<file path="src/inc/mss_cfg.svh">
/*
  Constants for the master/slave synchronous serial port: register offsets,
  field positions, reset values and timing counts.
  Assumes a 100 MHz core clock and a byte-addressed APB with 32-bit data.
*/
`ifndef MSS_CFG_SVH
`define MSS_CFG_SVH

// ----------------------------------------------------------------------------
// register byte offsets
// ----------------------------------------------------------------------------
`define MSS_ADDR_CTRL1 8'h00
`define MSS_ADDR_CTRL2 8'h04
`define MSS_ADDR_FLAGS 8'h08
`define MSS_ADDR_DATA 8'h0C
`define MSS_ADDR_POP 8'h10
`define MSS_ADDR_EOF 8'h14

// ----------------------------------------------------------------------------
// field positions
// ----------------------------------------------------------------------------
`define MSS_C1_RATE_LO 16
`define MSS_C1_RATE_HI 17
`define MSS_C2_TXEN 4
`define MSS_C2_RXEN 7
`define MSS_C2_MAEN 9
`define MSS_FL_RX_OVERRUN 0
`define MSS_FL_TX_UNDERFLOW 1
`define MSS_FL_RES_FRAME 2
`define MSS_FL_RES_VALID 3
`define MSS_FL_RX_EMPTY 4
`define MSS_FL_TX_FULL 5

// ----------------------------------------------------------------------------
// reset values, sizes and timing
// ----------------------------------------------------------------------------
`define MSS_RATE_RST 2'h0
`define MSS_FIFO_DEPTH 16
`define MSS_FIFO_AW 4
`define MSS_FIFO_W 16
`define MSS_HALF_THR 5'h08
`define MSS_LAST_BIT 3'h7
`define MSS_PRE_FRAME_BIT 3'h6
`define MSS_CLK_HZ 100000000
`define MSS_RATE0_BPS 128000
`define MSS_RATE1_BPS 64000
`define MSS_RATE2_BPS 32000
`define MSS_RATE3_BPS 16000
// half bit period in core cycles, rounded up so the bit rate never exceeds its figure
`define MSS_HALF_CYC(bps) ((`MSS_CLK_HZ + 2 * (bps) - 1) / (2 * (bps)))
`define MSS_DIV_W 12

`endif

</file>
<file path="src/inc/mss_pkg.sv">
/*
  Types for the master/slave synchronous serial port.
  Assumes mss_cfg.svh is available on the include path.
*/
package mss_pkg;
  typedef enum logic [1:0] {TX_IDLE, TX_ARMED, TX_SHIFT} mss_tx_state_type;
  typedef enum logic {RX_IDLE, RX_SHIFT} mss_rx_state_type;
endpackage

</file>
<file path="src/verilog/mss_sync.sv">
/*
  Two-flop synchroniser bank for pins that arrive from outside the clock domain.
  Assumes each bit is an independent level; no bus coherence is given.
*/
`timescale 1ns/1ns
`default_nettype none
module mss_sync #(
  parameter int WIDTH = 4
) (
  input wire logic clock,
  input wire logic reset_n,
  input wire logic ce,
  input wire logic [WIDTH-1:0] d,
  output logic [WIDTH-1:0] q
);
  genvar i;
  generate
    for (i = 0; i < WIDTH; i++) begin : g_bit
      logic meta_reg;
      logic sync_reg;
      always_ff @(posedge clock or negedge reset_n) begin
        if (!reset_n) begin
          meta_reg <= 1'b0;
          sync_reg <= 1'b0;
        end else if (ce) begin
          meta_reg <= d[i];
          sync_reg <= meta_reg;
        end
      end
      assign q[i] = sync_reg;
    end
  endgenerate
endmodule
`default_nettype wire

</file>
<file path="src/verilog/mss_fifo.sv">
/*
  Sixteen-entry half-word FIFO with first-word fall-through output.
  Assumes the caller never relies on a push while full or a pop while empty;
  both are ignored here.
*/
`timescale 1ns/1ns
`default_nettype none
`include "mss_cfg.svh"
module mss_fifo (
  input wire logic clock,
  input wire logic reset_n,
  input wire logic ce,
  input wire logic push,
  input wire logic [`MSS_FIFO_W-1:0] din,
  input wire logic pop,
  output logic [`MSS_FIFO_W-1:0] dout,
  output logic full,
  output logic empty,
  output logic [`MSS_FIFO_AW:0] count
);
  logic [`MSS_FIFO_W-1:0] mem [`MSS_FIFO_DEPTH];
  logic [`MSS_FIFO_AW-1:0] wr_ptr_reg;
  logic [`MSS_FIFO_AW-1:0] rd_ptr_reg;
  logic [`MSS_FIFO_AW:0] count_reg;
  wire logic do_push = push & !full;
  wire logic do_pop = pop & !empty;

  assign full = count_reg[`MSS_FIFO_AW];
  assign empty = (count_reg == '0);
  assign count = count_reg;
  assign dout = mem[rd_ptr_reg];

  // storage holds no reset so it can map onto plain RAM
  always_ff @(posedge clock) begin
    if (ce && do_push) begin
      mem[wr_ptr_reg] <= din;
    end
  end

  always_ff @(posedge clock or negedge reset_n) begin
    if (!reset_n) begin
      wr_ptr_reg <= '0;
      rd_ptr_reg <= '0;
      count_reg <= '0;
    end else if (ce) begin
      wr_ptr_reg <= wr_ptr_reg + (`MSS_FIFO_AW)'(do_push);
      rd_ptr_reg <= rd_ptr_reg + (`MSS_FIFO_AW)'(do_pop);
      count_reg <= count_reg + (`MSS_FIFO_AW + 1)'(do_push) - (`MSS_FIFO_AW + 1)'(do_pop);
    end
  end
endmodule
`default_nettype wire

</file>
<file path="src/verilog/mss_top.sv">
/*
  Master/slave synchronous serial port with APB register access, sixteen
  half-word FIFOs each way, residual byte recovery and error flags.
  Assumes the link pins are resolved outside from the output enables, and
  that the link clock is slow enough to be sampled by the 100 MHz core clock.
*/
`timescale 1ns/1ns
`default_nettype none
`include "mss_cfg.svh"

// Contract
// - separate 16 half-word FIFOs; rx half-full and tx half-empty interrupts
// - slave: clock and both frame syncs input; master: drives them; rx always input
// - master operation when control-two bit 9 is one, else slave
// - bits 4 and 7 enable tx and rx; both clear disables the port
// - each byte preceded by a one-clock frame sync one clock before its MSB
// - bytes travel MSB first only
// - master bit clock chosen by control-one bits 17:16, at most 128 kbit/s
// - enable writes take effect one serial clock later; readback shows that state
// - FIFO port uses low 16 bits only; tx writes always carry two bytes
// - received bytes enter the FIFO in pairs; an odd byte is held back
// - residual valid and frame flags set together; valid clears on pop or frame
// - any write to the pop location pushes the held byte
// - residual overtaken by reception lands in the next half-word high byte
// - each side moves a byte on eight clocks after its own frame sync
// - back-to-back frame syncs are eight clocks apart, on the previous D0
// - as master the bit clock never stops between bytes
// - rx overflow sets a flag; any write to the end-of-frame location clears it
// - tx running dry sets a flag; writing tx data clears it (set only as slave here; as master no tx frame sync goes out when dry)
// - data change on rising clock, sampled on falling; polarity fixed
// - tx line released whenever no byte is being sent
module mss_top
  import mss_pkg::*;
(
  input wire logic CLOCK,
  input wire logic RESET_N,
  input wire logic CLOCK_EN,
  input wire logic PSEL,
  input wire logic PENABLE,
  input wire logic PWRITE,
  input wire logic [7:0] PADDR,
  input wire logic [31:0] PWDATA,
  output logic [31:0] PRDATA,
  output logic PREADY,
  output logic PSLVERR,
  input wire logic SERIAL_BIT_CLOCK_IN,
  output logic SERIAL_BIT_CLOCK_OUT,
  output logic SERIAL_BIT_CLOCK_OE,
  input wire logic TX_FRAME_SYNC_IN,
  output logic TX_FRAME_SYNC_OUT,
  output logic TX_FRAME_SYNC_OE,
  input wire logic RX_FRAME_SYNC_IN,
  output logic RX_FRAME_SYNC_OUT,
  output logic RX_FRAME_SYNC_OE,
  input wire logic SERIAL_RX_LINE,
  output logic SERIAL_TX_LINE_OUT,
  output logic SERIAL_TX_LINE_OE,
  output logic RX_HALF_FULL_IRQ,
  output logic TX_HALF_EMPTY_IRQ
);
  // --------------------------------------------------------------------------
  // decode helpers and timing constants
  // --------------------------------------------------------------------------
  function automatic logic hit(input logic [7:0] addr, input logic [7:0] off);
    return addr[7:2] == off[7:2];
  endfunction

  localparam logic [`MSS_DIV_W-1:0] HALF0 = `MSS_DIV_W'(`MSS_HALF_CYC(`MSS_RATE0_BPS));
  localparam logic [`MSS_DIV_W-1:0] HALF1 = `MSS_DIV_W'(`MSS_HALF_CYC(`MSS_RATE1_BPS));
  localparam logic [`MSS_DIV_W-1:0] HALF2 = `MSS_DIV_W'(`MSS_HALF_CYC(`MSS_RATE2_BPS));
  localparam logic [`MSS_DIV_W-1:0] HALF3 = `MSS_DIV_W'(`MSS_HALF_CYC(`MSS_RATE3_BPS));

  // --------------------------------------------------------------------------
  // state
  // --------------------------------------------------------------------------
  logic pready_reg;
  logic pslverr_reg;
  logic [31:0] prdata_reg;
  logic [1:0] rate_reg;
  logic maen_reg;
  logic txen_req_reg;
  logic rxen_req_reg;
  logic txen_reg;
  logic rxen_reg;
  logic [`MSS_DIV_W-1:0] div_cnt_reg;
  logic div_clk_reg;
  logic [2:0] mbit_reg;
  logic txfs_reg;
  logic rxfs_reg;
  logic clk_prev_reg;
  mss_tx_state_type tx_state_reg;
  logic [2:0] tx_cnt_reg;
  logic [7:0] tx_sh_reg;
  logic tx_line_reg;
  logic tx_oe_reg;
  logic tx_byte_sel_reg;
  mss_rx_state_type rx_state_reg;
  logic [2:0] rx_cnt_reg;
  logic [7:0] rx_sh_reg;
  logic res_have_reg;
  logic [7:0] res_byte_reg;
  logic res_valid_reg;
  logic res_frame_reg;
  logic overrun_reg;
  logic underflow_reg;
  logic rx_irq_reg;
  logic tx_irq_reg;

  // --------------------------------------------------------------------------
  // pin synchronisers: clock, tx frame, rx frame, rx data
  // --------------------------------------------------------------------------
  logic [3:0] pin_s;
  mss_sync #(.WIDTH(4)) u_sync (
    .clock(CLOCK),
    .reset_n(RESET_N),
    .ce(CLOCK_EN),
    .d({SERIAL_RX_LINE, RX_FRAME_SYNC_IN, TX_FRAME_SYNC_IN, SERIAL_BIT_CLOCK_IN}),
    .q(pin_s)
  );

  // --------------------------------------------------------------------------
  // APB decode
  // --------------------------------------------------------------------------
  wire logic apb_acc = PSEL & PENABLE & !pready_reg;
  wire logic apb_done = PSEL & PENABLE & pready_reg;
  wire logic apb_wr = apb_done & PWRITE;
  wire logic apb_rd = apb_done & !PWRITE;
  wire logic mapped = hit(PADDR, `MSS_ADDR_CTRL1) | hit(PADDR, `MSS_ADDR_CTRL2)
                    | hit(PADDR, `MSS_ADDR_FLAGS) | hit(PADDR, `MSS_ADDR_DATA)
                    | hit(PADDR, `MSS_ADDR_POP) | hit(PADDR, `MSS_ADDR_EOF);
  wire logic wr_ctrl1 = apb_wr & hit(PADDR, `MSS_ADDR_CTRL1);
  wire logic wr_ctrl2 = apb_wr & hit(PADDR, `MSS_ADDR_CTRL2);
  wire logic wr_data = apb_wr & hit(PADDR, `MSS_ADDR_DATA);
  wire logic wr_pop = apb_wr & hit(PADDR, `MSS_ADDR_POP);
  wire logic wr_eof = apb_wr & hit(PADDR, `MSS_ADDR_EOF);

  // --------------------------------------------------------------------------
  // FIFOs
  // --------------------------------------------------------------------------
  logic [15:0] tx_dout;
  logic [15:0] rx_dout;
  logic [15:0] rx_din;
  logic tx_full;
  logic tx_empty;
  logic rx_full;
  logic rx_empty;
  logic [4:0] tx_count;
  logic [4:0] rx_count;
  logic tx_pop;
  logic rx_push;
  wire logic rx_pop = apb_rd & hit(PADDR, `MSS_ADDR_DATA) & !rx_empty;

  mss_fifo u_tx_fifo (
    .clock(CLOCK),
    .reset_n(RESET_N),
    .ce(CLOCK_EN),
    .push(wr_data),
    .din(PWDATA[15:0]),
    .pop(tx_pop),
    .dout(tx_dout),
    .full(tx_full),
    .empty(tx_empty),
    .count(tx_count)
  );

  mss_fifo u_rx_fifo (
    .clock(CLOCK),
    .reset_n(RESET_N),
    .ce(CLOCK_EN),
    .push(rx_push),
    .din(rx_din),
    .pop(rx_pop),
    .dout(rx_dout),
    .full(rx_full),
    .empty(rx_empty),
    .count(rx_count)
  );

  // --------------------------------------------------------------------------
  // bit clock: own divider as master, sampled pin edges as slave
  // --------------------------------------------------------------------------
  wire logic [`MSS_DIV_W-1:0] half_sel = (rate_reg == 2'h0) ? HALF0 :
                                         (rate_reg == 2'h1) ? HALF1 :
                                         (rate_reg == 2'h2) ? HALF2 : HALF3;
  // keeps running while any enable is pending, so a new enable can land
  wire logic div_run = maen_reg & (txen_req_reg | rxen_req_reg | txen_reg | rxen_reg);
  wire logic div_wrap = div_run & (div_cnt_reg == half_sel - `MSS_DIV_W'(1));
  wire logic s_rise = pin_s[0] & !clk_prev_reg;
  wire logic s_fall = !pin_s[0] & clk_prev_reg;
  wire logic bclk_rise = maen_reg ? (div_wrap & !div_clk_reg) : s_rise;
  wire logic bclk_fall = maen_reg ? (div_wrap & div_clk_reg) : s_fall;
  wire logic tx_fs = maen_reg ? txfs_reg : pin_s[1];
  wire logic rx_fs = maen_reg ? rxfs_reg : pin_s[2];
  wire logic rx_bit = pin_s[3];
  wire logic tx_have = !tx_empty | tx_byte_sel_reg;

  always_ff @(posedge CLOCK or negedge RESET_N) begin
    if (!RESET_N) begin
      div_cnt_reg <= '0;
      div_clk_reg <= 1'b0;
      mbit_reg <= 3'h0;
      txfs_reg <= 1'b0;
      rxfs_reg <= 1'b0;
      clk_prev_reg <= 1'b0;
    end else if (CLOCK_EN) begin
      clk_prev_reg <= pin_s[0];
      if (!div_run) begin
        div_cnt_reg <= '0;
        div_clk_reg <= 1'b0;
      end else if (div_wrap) begin
        div_cnt_reg <= '0;
        div_clk_reg <= !div_clk_reg;
      end else begin
        div_cnt_reg <= div_cnt_reg + `MSS_DIV_W'(1);
      end
      if (!maen_reg) begin
        txfs_reg <= 1'b0;
        rxfs_reg <= 1'b0;
      end else if (bclk_rise) begin
        mbit_reg <= mbit_reg + 3'h1;
        // pulse lies on the D0 slot of the byte before, eight clocks apart
        txfs_reg <= (mbit_reg == `MSS_PRE_FRAME_BIT) & txen_reg & tx_have;
        rxfs_reg <= (mbit_reg == `MSS_PRE_FRAME_BIT) & rxen_reg;
      end
    end
  end

  // --------------------------------------------------------------------------
  // control registers; enables move on a serial clock edge only
  // --------------------------------------------------------------------------
  always_ff @(posedge CLOCK or negedge RESET_N) begin
    if (!RESET_N) begin
      rate_reg <= `MSS_RATE_RST;
      maen_reg <= 1'b0;
      txen_req_reg <= 1'b0;
      rxen_req_reg <= 1'b0;
      txen_reg <= 1'b0;
      rxen_reg <= 1'b0;
    end else if (CLOCK_EN) begin
      if (wr_ctrl1) begin
        rate_reg <= PWDATA[`MSS_C1_RATE_HI:`MSS_C1_RATE_LO];
      end
      if (wr_ctrl2) begin
        maen_reg <= PWDATA[`MSS_C2_MAEN];
        txen_req_reg <= PWDATA[`MSS_C2_TXEN];
        rxen_req_reg <= PWDATA[`MSS_C2_RXEN];
      end
      if (bclk_rise) begin
        txen_reg <= txen_req_reg;
        rxen_reg <= rxen_req_reg;
      end
    end
  end

  // --------------------------------------------------------------------------
  // transmitter: armed by a frame seen on a fall, shifts on rises
  // --------------------------------------------------------------------------
  wire logic tx_load = bclk_rise & (tx_state_reg == TX_ARMED);
  wire logic [7:0] tx_byte = !tx_have ? 8'h00 :
                             tx_byte_sel_reg ? tx_dout[7:0] : tx_dout[15:8];
  assign tx_pop = tx_load & tx_byte_sel_reg;

  always_ff @(posedge CLOCK or negedge RESET_N) begin
    if (!RESET_N) begin
      tx_state_reg <= TX_IDLE;
      tx_cnt_reg <= 3'h0;
      tx_sh_reg <= 8'h00;
      tx_line_reg <= 1'b0;
      tx_oe_reg <= 1'b0;
      tx_byte_sel_reg <= 1'b0;
    end else if (CLOCK_EN) begin
      if (!txen_reg) begin
        tx_state_reg <= TX_IDLE;
        tx_oe_reg <= 1'b0;
      end else if (bclk_fall && tx_fs) begin
        tx_state_reg <= TX_ARMED;
      end else if (bclk_rise) begin
        case (tx_state_reg)
          TX_ARMED: begin
            tx_sh_reg <= tx_byte;
            tx_line_reg <= tx_byte[7];
            tx_oe_reg <= 1'b1;
            tx_cnt_reg <= 3'h0;
            tx_state_reg <= TX_SHIFT;
            if (tx_have) begin
              tx_byte_sel_reg <= !tx_byte_sel_reg;
            end
          end
          TX_SHIFT: begin
            if (tx_cnt_reg == `MSS_LAST_BIT) begin
              tx_oe_reg <= 1'b0;
              tx_state_reg <= TX_IDLE;
            end else begin
              tx_sh_reg <= {tx_sh_reg[6:0], 1'b0};
              tx_line_reg <= tx_sh_reg[6];
              tx_cnt_reg <= tx_cnt_reg + 3'h1;
            end
          end
          default: begin
            tx_oe_reg <= 1'b0;
          end
        endcase
      end
    end
  end

  // --------------------------------------------------------------------------
  // receiver: samples on falls for eight clocks after its frame sync
  // --------------------------------------------------------------------------
  wire logic [7:0] rx_byte = {rx_sh_reg[6:0], rx_bit};
  wire logic rx_done = bclk_fall & (rx_state_reg == RX_SHIFT) & (rx_cnt_reg == `MSS_LAST_BIT);
  wire logic new_frame = bclk_fall & rx_fs & rxen_reg;
  wire logic pair_push = rx_done & res_have_reg;
  // a pop that meets a completed pair in the same cycle loses its push
  assign rx_push = pair_push | wr_pop;
  assign rx_din = pair_push ? {res_byte_reg, rx_byte} : {res_byte_reg, 8'h00};

  always_ff @(posedge CLOCK or negedge RESET_N) begin
    if (!RESET_N) begin
      rx_state_reg <= RX_IDLE;
      rx_cnt_reg <= 3'h0;
      rx_sh_reg <= 8'h00;
    end else if (CLOCK_EN) begin
      if (!rxen_reg) begin
        rx_state_reg <= RX_IDLE;
      end else if (new_frame) begin
        rx_state_reg <= RX_SHIFT;
        rx_cnt_reg <= 3'h0;
        if (rx_state_reg == RX_SHIFT) begin
          rx_sh_reg <= rx_byte;
        end
      end else if (bclk_fall) begin
        case (rx_state_reg)
          RX_SHIFT: begin
            rx_sh_reg <= rx_byte;
            rx_cnt_reg <= rx_cnt_reg + 3'h1;
            if (rx_cnt_reg == `MSS_LAST_BIT) begin
              rx_state_reg <= RX_IDLE;
            end
          end
          default: begin
            rx_state_reg <= RX_IDLE;
          end
        endcase
      end
    end
  end

  // --------------------------------------------------------------------------
  // residual byte and error flags; a hardware set beats any clear
  // --------------------------------------------------------------------------
  always_ff @(posedge CLOCK or negedge RESET_N) begin
    if (!RESET_N) begin
      res_have_reg <= 1'b0;
      res_byte_reg <= 8'h00;
      res_valid_reg <= 1'b0;
      res_frame_reg <= 1'b0;
      overrun_reg <= 1'b0;
      underflow_reg <= 1'b0;
    end else if (CLOCK_EN) begin
      if (rx_done) begin
        res_have_reg <= !res_have_reg;
        if (!res_have_reg) begin
          res_byte_reg <= rx_byte;
        end
      end else if (wr_pop && res_frame_reg) begin
        res_have_reg <= 1'b0;
      end
      if (rx_done && !res_have_reg) begin
        res_valid_reg <= 1'b1;
        res_frame_reg <= 1'b1;
      end else begin
        if (new_frame || wr_pop || pair_push) begin
          res_valid_reg <= 1'b0;
        end
        if (new_frame || pair_push) begin
          res_frame_reg <= 1'b0;
        end
      end
      if (rx_push && rx_full) begin
        overrun_reg <= 1'b1;
      end else if (wr_eof) begin
        overrun_reg <= 1'b0;
      end
      if (tx_load && !tx_have) begin
        underflow_reg <= 1'b1;
      end else if (wr_data) begin
        underflow_reg <= 1'b0;
      end
    end
  end

  // --------------------------------------------------------------------------
  // read mux and bus answer, one wait state on every access
  // --------------------------------------------------------------------------
  wire logic [31:0] rd_ctrl1 = {14'h0000, rate_reg, 16'h0000};
  wire logic [31:0] rd_ctrl2 = {22'h000000, maen_reg, 1'b0, rxen_reg, 2'h0, txen_reg, 4'h0};
  wire logic [31:0] rd_flags = {26'h0000000, tx_full, rx_empty, res_valid_reg,
                                res_frame_reg, underflow_reg, overrun_reg};
  wire logic [31:0] rd_data = rx_empty ? 32'h00000000 : {16'h0000, rx_dout};
  wire logic [31:0] rd_mux = hit(PADDR, `MSS_ADDR_CTRL1) ? rd_ctrl1 :
                             hit(PADDR, `MSS_ADDR_CTRL2) ? rd_ctrl2 :
                             hit(PADDR, `MSS_ADDR_FLAGS) ? rd_flags :
                             hit(PADDR, `MSS_ADDR_DATA) ? rd_data : 32'h00000000;

  always_ff @(posedge CLOCK or negedge RESET_N) begin
    if (!RESET_N) begin
      pready_reg <= 1'b0;
      pslverr_reg <= 1'b0;
      prdata_reg <= 32'h00000000;
      rx_irq_reg <= 1'b0;
      tx_irq_reg <= 1'b0;
    end else if (CLOCK_EN) begin
      pready_reg <= apb_acc;
      pslverr_reg <= apb_acc & !mapped;
      if (apb_acc) begin
        prdata_reg <= PWRITE ? 32'h00000000 : rd_mux;
      end
      rx_irq_reg <= (rx_count >= `MSS_HALF_THR);
      tx_irq_reg <= txen_reg & (tx_count <= `MSS_HALF_THR);
    end
  end

  // --------------------------------------------------------------------------
  // outputs
  // --------------------------------------------------------------------------
  assign PREADY = pready_reg;
  assign PSLVERR = pslverr_reg;
  assign PRDATA = prdata_reg;
  assign SERIAL_BIT_CLOCK_OUT = div_clk_reg;
  assign SERIAL_BIT_CLOCK_OE = maen_reg;
  assign TX_FRAME_SYNC_OUT = txfs_reg;
  assign TX_FRAME_SYNC_OE = maen_reg;
  assign RX_FRAME_SYNC_OUT = rxfs_reg;
  assign RX_FRAME_SYNC_OE = maen_reg;
  assign SERIAL_TX_LINE_OUT = tx_line_reg;
  assign SERIAL_TX_LINE_OE = tx_oe_reg;
  assign RX_HALF_FULL_IRQ = rx_irq_reg;
  assign TX_HALF_EMPTY_IRQ = tx_irq_reg;
endmodule
`default_nettype wire

</file>
<file path="config.mk">
export PLATFORM = sky130hd
export DESIGN_NAME = mss_top
export DESIGN_NICKNAME = d
export VERILOG_FILES = /design/src/inc/mss_pkg.sv /design/src/verilog/mss_sync.sv /design/src/verilog/mss_fifo.sv /design/src/verilog/mss_top.sv
export VERILOG_INCLUDE_DIRS = /design/src /design/src/inc
export SDC_FILE = /design/constraint.sdc
export NUM_CORES = 1
export LEC_CHECK = 0
export ABC_AREA = 1
export BUFFER_PORTS_ARGS = -buffer_cell sky130_fd_sc_hd__clkbuf_2
export CAP_MARGIN = 20
export CORE_MARGIN = 3
export CORE_UTILIZATION = 42
export CTS_CLUSTER_SIZE = 28
export DETAILED_ROUTE_END_ITERATION = 12
export MAX_ROUTING_LAYER = met4
export PLACE_DENSITY = 0.6
export RECOVER_POWER = 100
export SYNTH_ARGS = -nofsm -noshare
export SYNTH_HDL_FRONTEND = slang
export SYNTH_SLANG_ARGS = --single-unit
</file>
<file path="constraint.sdc">
create_clock -name CLOCK -period 3.41 [get_ports CLOCK]
set_input_delay 1.023 -clock CLOCK [delete_from_list [all_inputs] [get_ports CLOCK]]
set_output_delay 1.023 -clock CLOCK [all_outputs]
set_load 0.01 [all_outputs]
</file>
==> impl_metrics.csv, run 1 <==
group,metric,value,unit
status,outcome,"finished, violations left",
status,violations,"max-capacitance violations, max-slew violations",
synth,synth_edf_count,512,
clock_tree,htreeDepth,3,
clock_tree,ctsRootBufferMaster,"clkbuf_16",
setup_path,r2r_start,"rate_reg[0]",
die,dieWidth,256.9,um
sta,max_freq,305.1,MHz
routing,drt_iter0_drc,1360,
sta,worst-slew-pin-transition,1.784,ns
global_routing,met3_usage,3.336,%
final_layout,layout_common_cells,"edfxtp_1 (512), nand2_1 (428), o21ai_0 (271)",
placement,place_ws,-0.1764,ns
global_routing,use_met1,26.28,%
synth,synth_area,26440,um^2
placement,dp_cells,3187,
sta,setup_violations,0,
clock_tree,clk_path_buf_depth,3,
power,finalPower,0.01800,W
synth,synthFlopType,"edfxtp_1",
synth,synth_area_leaders,"edfxtp_1 (58%), dfrtp_1 (11%), nand2_1 (6.1%)",
placement,hpwl,39.28,mm
final_layout,drive_gt1_share,14.61,%
sta,timing.hold.ws,0.4756,ns
clock_tree,cts_inserted_buffers,69,
power,p_leak,11.31,nW
sta,relSlewSlack,-18.93,%
power,power_density,580.9,nW/um^2
clock_tree,clk_latency,0.62,ns
routing,wl_per_cell,19.89,um
sta,clock_skew,0.02915,ns
final_layout,layout_commonest_cell,"edfxtp_1",
synth,ys_types,44,
routing,ant_nets,0,
synth,ys_async_sr_fraction,19.12,%
setup_path,crit_path_end_kind,"flip-flop",
final_layout,syn_to_final_growth,17.20,%
synth,yosysSeqAreaShare,69.59,%
routing,first_pass_iters,5,
global_routing,grt_start_max_net_pins,130,
routing,vias_per_cell,5.305,
power,vdd_drop_max,452.3,uV
sta,rsz0062_at_grt,"true",
hold_path,hold_path.class,"flip-flop to flip-flop",
clock_tree,path_clk_slew,0.06,ns
sta,drv_slew,65,
die,core_area,62050,um^2
setup_path,worstSetupStartpoint,"rate_reg[0]",
hold_path,hp-start,"rx_cnt_reg[1]",
final_layout,finalNonFillerCells,3325,
placement,placedInstanceArea,28490,um^2
final_layout,nets,2519,
sta,worst_slack,0.1328,ns
setup_path,startpoint_type,"flip-flop",
placement,gp_congestion,0.8577,
setup_path,crit_required,3.89,ns
die,die-area,66010,um^2
die,initial_core_util,42.62,%
routing,wl,66.13,mm
routing,drc,0,
synth,yosysWarnings,0,
die,top_level_ports,94,
sta,min_period,3.277,ns
placement,port_buffers,63,
synth,synth_seq_cells,633,
global_routing,overflow,0,
setup_path,path_max_fanout,4,
synth,synth_top_area_share,58.14,%
synth,syn-mean-instance-area,11.54,um^2
global_routing,met2_usage,34.00,%
synth,synth_cells,2292,
final_layout,final_area,30990,um^2
clock_tree,cts_tree,"done",
clock_tree,cts.sinks,633,
sta,finalCritPeriodShare,96.10,%
global_routing,grt_pass1_vias,17526,
global_routing,grt_pass1_wl,102.7,mm
global_routing,grt_busiest_layer,"met2",
flow_run,max_cap_violations,1,
clock_tree,holdBufCountCts,0,
die,rows,91,
sta,hold_viol,0,
setup_path,path_class,"flip-flop to flip-flop",
synth,yosysTopAreaCell,"edfxtp_1",
global_routing,grt_usage,20.63,%
global_routing,antenna_found_initial,2,
die,die_height,256.9,um
setup_path,arrival,3.76,ns
routing,num_vias,17639,
[synthesized netlist by cell type, types with 3 or more instances]
| cell type | count |
|---|---|
| edfxtp_1 | 512 |
| nand2_1 | 431 |
| nor2_1 | 298 |
| o21ai_0 | 273 |
| dfrtp_1 | 121 |
| inv_1 | 100 |
| a21oi_1 | 91 |
| clkbuf_1 | 78 |
| nand3_1 | 59 |
| o22ai_1 | 58 |
| ha_1 | 37 |
| nor3_1 | 24 |
| buf_2 | 22 |
| o221ai_1 | 21 |
| o211ai_1 | 20 |
| buf_4 | 18 |
| xor2_1 | 18 |
| nand4_1 | 14 |
| a211oi_1 | 10 |
| buf_1 | 10 |
| a22o_1 | 8 |
| o21ai_1 | 8 |
| o21ai_2 | 8 |
| inv_2 | 6 |
| a22oi_1 | 4 |
| nand2_4 | 4 |
| o31ai_1 | 4 |
| buf_6 | 3 |
| clkinv_1 | 3 |
| nand2_2 | 3 |
| nor2_2 | 3 |
| nor2_4 | 3 |
| xnor2_1 | 3 |
[what timing repair did]
action | in CTS | in global routing
gates resized for setup | 2 | 28
setup endpoints to repair | 1 | 3
buffers inserted | 0 | 9
pin swaps | 0 | 20
endpoints found under the hold margin | 0 | 0
[per-layer routing]
metal / wire length (um) / vias up
met5: 0 / -
met4: 1824 / 0
met3: 3446 / 110
met2: 32890 / 449
met1: 27970 / 8740
li1: - / 8340
[worst max-delay path: stages (launching register included)]
cell,delay (ns)
dfrtp_1,0.43
inv_2,0.08
ha_4,0.28
inv_2,0.03
nand2_2,0.05
nand2_2,0.05
nor2_2,0.11
nand2_2,0.07
nor2_4,0.17
nand3_4,0.11
nand2_4,0.11
inv_4,0.04
nor4_4,0.23
ha_1,0.27
inv_1,0.06
ha_2,0.18
inv_2,0.04
fa_2,0.33
inv_2,0.08
a21oi_2,0.05
nor2_1,0.11
nor2_1,0.06
xnor2_1,0.15
o21ai_1,0.08
[layout make-up]
type | instances | area (um^2)
multi-input combinational | 1431 | 7253
timing repair buffer | 185 | 1499
clock buffer | 90 | 1846
inverter | 110 | 419.2
sequential | 633 | 18410
tap | 837 | 1047
clock inverter | 36 | 509.2
antenna | 3 | 7.507
fill | 5476 | 31060
[where the power goes]
group	total [W]	switching, W	internal, W
clock	0.00765	0.00314	0.00451
sequential	0.00853	0.000111	0.00842
combinational	0.00182	0.00125	0.000577
[kinds of logic after synthesis]
| kind of cell | after synthesis | synth area share [%] |
|---|---|---|
| XOR/XNOR | 21 | 0.6955 |
| other | 1 | 0.01418 |
| flip-flops | 633 | 69.59 |
| AND/OR/NAND/NOR | 847 | 13.07 |
| buffers and inverters | 241 | 3.870 |
| AO/OA/AOI/OAI | 510 | 10.86 |
| adder cells (fa/ha/maj) | 39 | 1.902 |
[path summary, 6_finish.rpt]
kind                                       to  slack, ns  cells after the start
max                        u_tx_fifo.count[4]       0.13                     23
min                             rx_cnt_reg[1]       0.48                      2
max reg2reg                u_tx_fifo.count[4]       0.13                     23
min reg2reg                     rx_cnt_reg[1]       0.48                      2
max in group asynchronous  u_tx_fifo.count[4]       0.90                      2
min in group asynchronous      div_cnt_reg[3]       0.85                      1
[metrics by stage]
step,util (%),TNS [ns]
2_1_floorplan,-,0
3_3_place_gp,45.92,-0.2430
3_5_place_dp,45.92,-0.3582
4_1_cts,49.73,0
5_1_grt,49.94,-0.1692
6_report,49.94,0
Note: power is estimated with default switching activity, not from simulation.
==> run 2, diff against run 1 <==
CORE_MARGIN = unset   (was 3)
==> run 2 against run 1 <==
Net effect:
- the run still ends with max-capacitance violations, max-slew violations left
- count of clock-buffer cells in the layout increased by 3
- die area down 3.1%
- sequential power barely moved
- routed wire length decreased by 0.20%
==> impl_metrics.csv, run 2 (synthesis results as in run 1) <==
group,metric,value,unit
status,outcome,"finished, violations left",
status,violations,"max-capacitance violations, max-slew violations",
final_layout,fillCellCount,5578,
setup_path,crit_path_end_kind,"flip-flop",
setup_path,r2r_start,"rate_reg[0]",
global_routing,antenna_found_initial,2,
sta,relSlewSlack,-23.24,%
die,core_area,61940,um^2
final_layout,layout_commonest_cell,"edfxtp_1",
routing,num_vias,17582,
sta,min_period,3.203,ns
sta,finalCritPeriodShare,93.94,%
routing,wl,66.00,mm
clock_tree,path_clk_slew,0.06,ns
global_routing,overflow,0,
clock_tree,cts_tree,"done",
clock_tree,ctsRootBufferMaster,"clkbuf_16",
sta,setup_violations,0,
routing,first_pass_iters,5,
clock_tree,cts_inserted_buffers,69,
die,rows,91,
routing,drt_iter0_drc,1759,
die,die_height,252.9,um
setup_path,arrival,3.69,ns
die,dieWidth,252.9,um
routing,drc,0,
die,top_level_ports,94,
setup_path,r2r_setup_slack,0.21,ns
setup_path,crit_required,3.89,ns
die,initial_core_util,42.69,%
setup_path,worstSetupStartpoint,"rate_reg[0]",
global_routing,grt_start_max_net_pins,106,
final_layout,drive_gt1_share,10.71,%
clock_tree,cts.sinks,633,
sta,worst-slew-pin-transition,1.849,ns
global_routing,grt_usage,21.35,%
setup_path,rr_endpoint,"u_tx_fifo.count[4]",
final_layout,nets,2513,
global_routing,grt_pass1_wl,100.4,mm
placement,gp_congestion,0.8595,
final_layout,register_area,18410,um^2
clock_tree,clk_latency,0.60,ns
setup_path,startpoint_type,"flip-flop",
placement,port_buffers,63,
setup_path,worstRegToRegCells,23,
setup_path,path_max_fanout,4,
placement,dp_cells,3180,
final_layout,finalNonFillerCells,3314,
die,die-area,63970,um^2
routing,ant_nets,0,
placement,hpwl,39.09,mm
hold_path,hold_path.class,"input pin to async pin",
setup_path,path_class,"flip-flop to flip-flop",
final_layout,layout_common_cells,"edfxtp_1 (512), nand2_1 (432), o21ai_0 (286)",
clock_tree,clk_path_buf_depth,3,
clock_tree,htreeDepth,3,
routing,vias_per_cell,5.305,
power,power_density,571.2,nW/um^2
power,vdd_drop_max,391.0,uV
sta,max_freq,312.2,MHz
routing,wl_per_cell,19.92,um
sta,clock_skew,0.02421,ns
final_layout,syn_to_final_growth,14.58,%
sta,drv_slew,123,
sta,hold_viol,0,
sta,worst_slack,0.2066,ns
power,p_leak,10.93,nW
flow_run,max_cap_violations,2,
global_routing,grt_pass1_vias,17096,
power,finalPower,0.01731,W
placement,place_ws,-0.1751,ns
final_layout,multi_input_area,7143,um^2
-- run 2: changes by cell type in the layout (fill, tap and decap cells not counted), sizes merged --
cell	before	now
bufinv	8	2
diode	3	2
clkinvlp	4	1
inv	106	108
buf	121	89
clkbuf	154	183
-- run 2: critical path, stage by stage (launching register included) --
cell,delay [ns]
dfrtp_1,0.40
inv_2,0.09
ha_4,0.27
inv_1,0.04
nand2_1,0.04
nand2_1,0.04
nor2_1,0.08
nand2_1,0.10
nor2_4,0.20
nand3_4,0.12
nand2_4,0.10
inv_2,0.04
nor4_4,0.22
ha_1,0.28
inv_2,0.08
ha_4,0.13
inv_2,0.04
fa_2,0.35
inv_2,0.07
a21oi_1,0.06
nor2_1,0.09
nor2_1,0.05
xnor2_1,0.14
o21ai_1,0.07
-- run 2: stage by stage --
stage / hold slack [ns] / instance area, um^2 / util [%] / setup TNS, ns
6_report: 0.3625 / 30300 / 48.92 / 0
5_1_grt: 0.3824 / 30300 / 48.92 / -0.03490
4_1_cts: 0.3662 / 30550 / 49.32 / 0
3_5_place_dp: 0.4603 / 28440 / 45.92 / -0.4260
3_3_place_gp: 0.4580 / 28440 / 45.92 / -0.2698
2_1_floorplan: 0.4422 / 26510 / - / 0
-- run 2: layer usage --
layer | wire, um | up-vias | global-route usage (%)
met4 | 1676 | 0 | 6.909
met3 | 3859 | 106 | 3.814
met2 | 32270 | 524 | 34.80
li1 | - | 8328 | -
met5 | 0 | - | -
met1 | 28200 | 8624 | 27.02
-- run 2: area by class of cell --
| class | instances | share of cell area (%) |
|---|---|---|
| diodes | 2 | 0.01652 |
| clock buffers | 93 | 6.165 |
| clock inverters | 29 | 0.7309 |
| inverters | 110 | 1.375 |
| multi-input cells | 1431 | 23.57 |
| flip-flops and latches | 633 | 60.76 |
| well taps | 837 | 3.456 |
| repair buffers | 179 | 3.919 |
-- run 2: timing repair --
action,4_1_cts,5_1_grt
hold buffers,0,0
pin swaps,0,10
resized for setup,2,19
setup endpoints to repair,2,3
setup buffers,1,9
-- run 2: worst max path at each step --
stage | to | slack, ns | depth (start not counted)
floorplan | u_rx_fifo.count[4] | 0.04 | 18
global placement | u_rx_fifo.count[4] | -0.17 | 20
detailed placement | u_tx_fifo.count[4] | -0.18 | 22
CTS | u_tx_fifo.count[4] | 0.04 | 23
global route | u_tx_fifo.count[4] | -0.03 | 23
finish | u_tx_fifo.count[4] | 0.21 | 23
-- run 2: report_power, final --
part	internal, W	total, W	switching, W
logic	0.000567	0.00177	0.00120
clock network	0.00401	0.00698	0.00297
registers	0.00842	0.00856	0.000137
total	0.0130	0.0173	0.00431
==> run 3, diff against run 2 <==
clock period = 3 ns   (was 3.41 ns; I/O delays follow)
==> run 3 against run 2 <==
Net effect:
- the run ends with max-capacitance violations, max-slew violations, negative setup slack left
- via count grew 1.5%
- core utilization up 1.6 points
- routed wire length hardly changed
- sequential power up 14%
- die area stayed put
- count of clock-buffer cells in the layout shrank 4
- register-to-register slack got worse by 0.29 ns
- worst setup slack worse by 0.29 ns
- sequential share of layout area is 1.9 points lower
- clock skew about the same
- global-route usage barely moved
- critical path type unchanged
==> impl_metrics.csv, run 3 (synthesis results as in run 1) <==
group,metric,value,unit
sta,rsz0062_at_grt,"true",
final_layout,register_area,18410,um^2
clock_tree,htreeDepth,3,
final_layout,finalNonFillerCells,3347,
clock_tree,clk_path_buf_depth,3,
setup_path,path_max_fanout,4,
die,core_area,61940,um^2
final_layout,fillCellCount,5434,
status,violations,"max-capacitance violations, max-slew violations, negative setup slack",
clock_tree,cts_tree,"done",
placement,dp_cells,3203,
sta,max_freq,324.6,MHz
clock_tree,cts_inserted_buffers,68,
clock_tree,path_clk_slew,0.06,ns
sta,setup_violations,3,
placement,gp_congestion,0.8437,
global_routing,overflow,0,
clock_tree,holdBufCountCts,0,
routing,drc,0,
routing,wl,65.95,mm
setup_path,crit_path_end_kind,"flip-flop",
routing,drt_iter0_drc,1503,
clock_tree,clk_latency,0.62,ns
routing,num_vias,17845,
setup_path,r2r_setup_slack,-0.08,ns
routing,first_pass_iters,5,
sta,finalCritPeriodShare,102.7,%
sta,drv_slew,70,
global_routing,grt_pass1_vias,17344,
sta,relSlewSlack,-22.01,%
setup_path,path_class,"flip-flop to flip-flop",
die,rows,91,
setup_path,startpoint_type,"flip-flop",
sta,min_period,3.081,ns
final_layout,layout_common_cells,"edfxtp_1 (512), nand2_1 (430), o21ai_0 (267)",
die,die_height,252.9,um
global_routing,grt_start_max_net_pins,104,
global_routing,grt_usage,21.31,%
final_layout,syn_to_final_growth,18.28,%
flow_run,max_cap_violations,1,
die,die-area,63970,um^2
global_routing,grt_pass1_wl,100.8,mm
final_layout,layout_commonest_cell,"edfxtp_1",
placement,port_buffers,63,
placement,place_ws,-0.3841,ns
power,p_leak,11.43,nW
routing,vias_per_cell,5.332,
clock_tree,ctsRootBufferMaster,"clkbuf_16",
routing,wl_per_cell,19.70,um
sta,worst_slack,-0.08079,ns
routing,ant_nets,0,
power,vdd_drop_max,561.2,uV
die,top_level_ports,94,
clock_tree,cts.sinks,633,
global_routing,antenna_found_initial,2,
final_layout,multi_input_area,7298,um^2
setup_path,crit_required,3.44,ns
placement,hpwl,38.82,mm
final_layout,drive_gt1_share,15.47,%
die,dieWidth,252.9,um
status,outcome,"finished, violations left",
final_layout,nets,2542,
die,initial_core_util,42.69,%
sta,hold_viol,0,
sta,clock_skew,0.02404,ns
final_layout,fin_util,50.50,%
power,power_density,652.6,nW/um^2
sta,worst-slew-pin-transition,1.830,ns
power,finalPower,0.02041,W
setup_path,arrival,3.52,ns
sta,timing.hold.ws,0.4720,ns
hold_path,hold_path.class,"flip-flop to flip-flop",
==> run 3: changes by cell type in the layout (fill, tap and decap cells not counted), moves of 6 or more <==
| cell | before | now |
|---|---|---|
| o21ai_2 | 0 | 8 |
| nor2_2 | 19 | 30 |
| clkbuf_2 | 26 | 49 |
| nor2_1 | 280 | 266 |
| buf_12 | 11 | 30 |
| clkbuf_1 | 83 | 34 |
| o21ai_1 | 3 | 14 |
| bufinv_16 | 2 | 8 |
| buf_4 | 76 | 105 |
| o21ai_0 | 286 | 267 |
==> run 3: timing repair <==
item                                    4_1_cts  5_1_grt
pin swaps                                     7       10
gates cloned                                  0        1
gates resized for setup                       7       29
buffers inserted                              5       11
endpoints found under the setup margin        5      261
==> run 3: power by group <==
part | internal (W) | total (W) | leakage [nW] | switching (W)
combinational | 0.000693 | 0.00209 | 4.39 | 0.00140
sequential | 0.00957 | 0.00972 | 5.93 | 0.000148
clock | 0.00510 | 0.00860 | 1.11 | 0.00350
total | 0.0154 | 0.0204 | 11.4 | 0.00504
==> run 3: final cells by class <==
type,count,area share (%)
Sequential cell,633,58.87
Multi-Input combinational cell,1431,23.33
Clock buffer,89,5.920
Timing Repair Buffer,209,5.724
Tap cell,837,3.348
Clock inverter,36,1.456
Inverter,110,1.332
Antenna cell,2,0.01600
==> run 3: metal layers <==
metal	global-route usage, %	wire length (um)
met5	-	0
met2	33.32	31240
met3	3.156	3506
met4	6.251	1420
met1	28.91	29790
==> run 3: path summary, 6_finish.rpt <==
| path | from | cells past startpoint | to |
|---|---|---|---|
| max in group asynchronous | RESET_N | 2 | tx_sh_reg[4] |
| min in group asynchronous | RESET_N | 1 | div_cnt_reg[5] |
| worst min register to register | u_sync.g_bit[2].meta_reg | 2 | u_sync.g_bit[2].meta_reg |
| worst min-delay path | u_sync.g_bit[2].meta_reg | 2 | u_sync.g_bit[2].meta_reg |
| worst max register to register | rate_reg[0] | 23 | u_rx_fifo.count[2] |
| worst max-delay path | rate_reg[0] | 23 | u_rx_fifo.count[2] |
==> run 3: worst max-delay path: stages, from the launching register on <==
cell     delay, ns
dfrtp_2       0.41
inv_2         0.06
buf_4         0.15
ha_2          0.18
inv_1         0.05
nand2_1       0.04
nand2_1       0.07
nand3_2       0.08
nor2_4        0.17
buf_6         0.12
buf_6         0.09
nand3_4       0.06
nand2_4       0.10
nand4_4       0.11
a21oi_4       0.22
ha_4          0.16
inv_2         0.03
fa_2          0.32
inv_2         0.07
buf_4         0.09
buf_4         0.10
a21oi_1       0.05
o21ai_1       0.09
o21ai_1       0.08
==> run 3: stage by stage <==
stage	setup TNS (ns)	area, um^2
2_1_floorplan	-0.2025	26560
3_3_place_gp	-0.9674	28770
3_5_place_dp	-3.899	28770
4_1_cts	-0.09095	31150
5_1_grt	-8.723	31280
6_report	-0.1737	31280
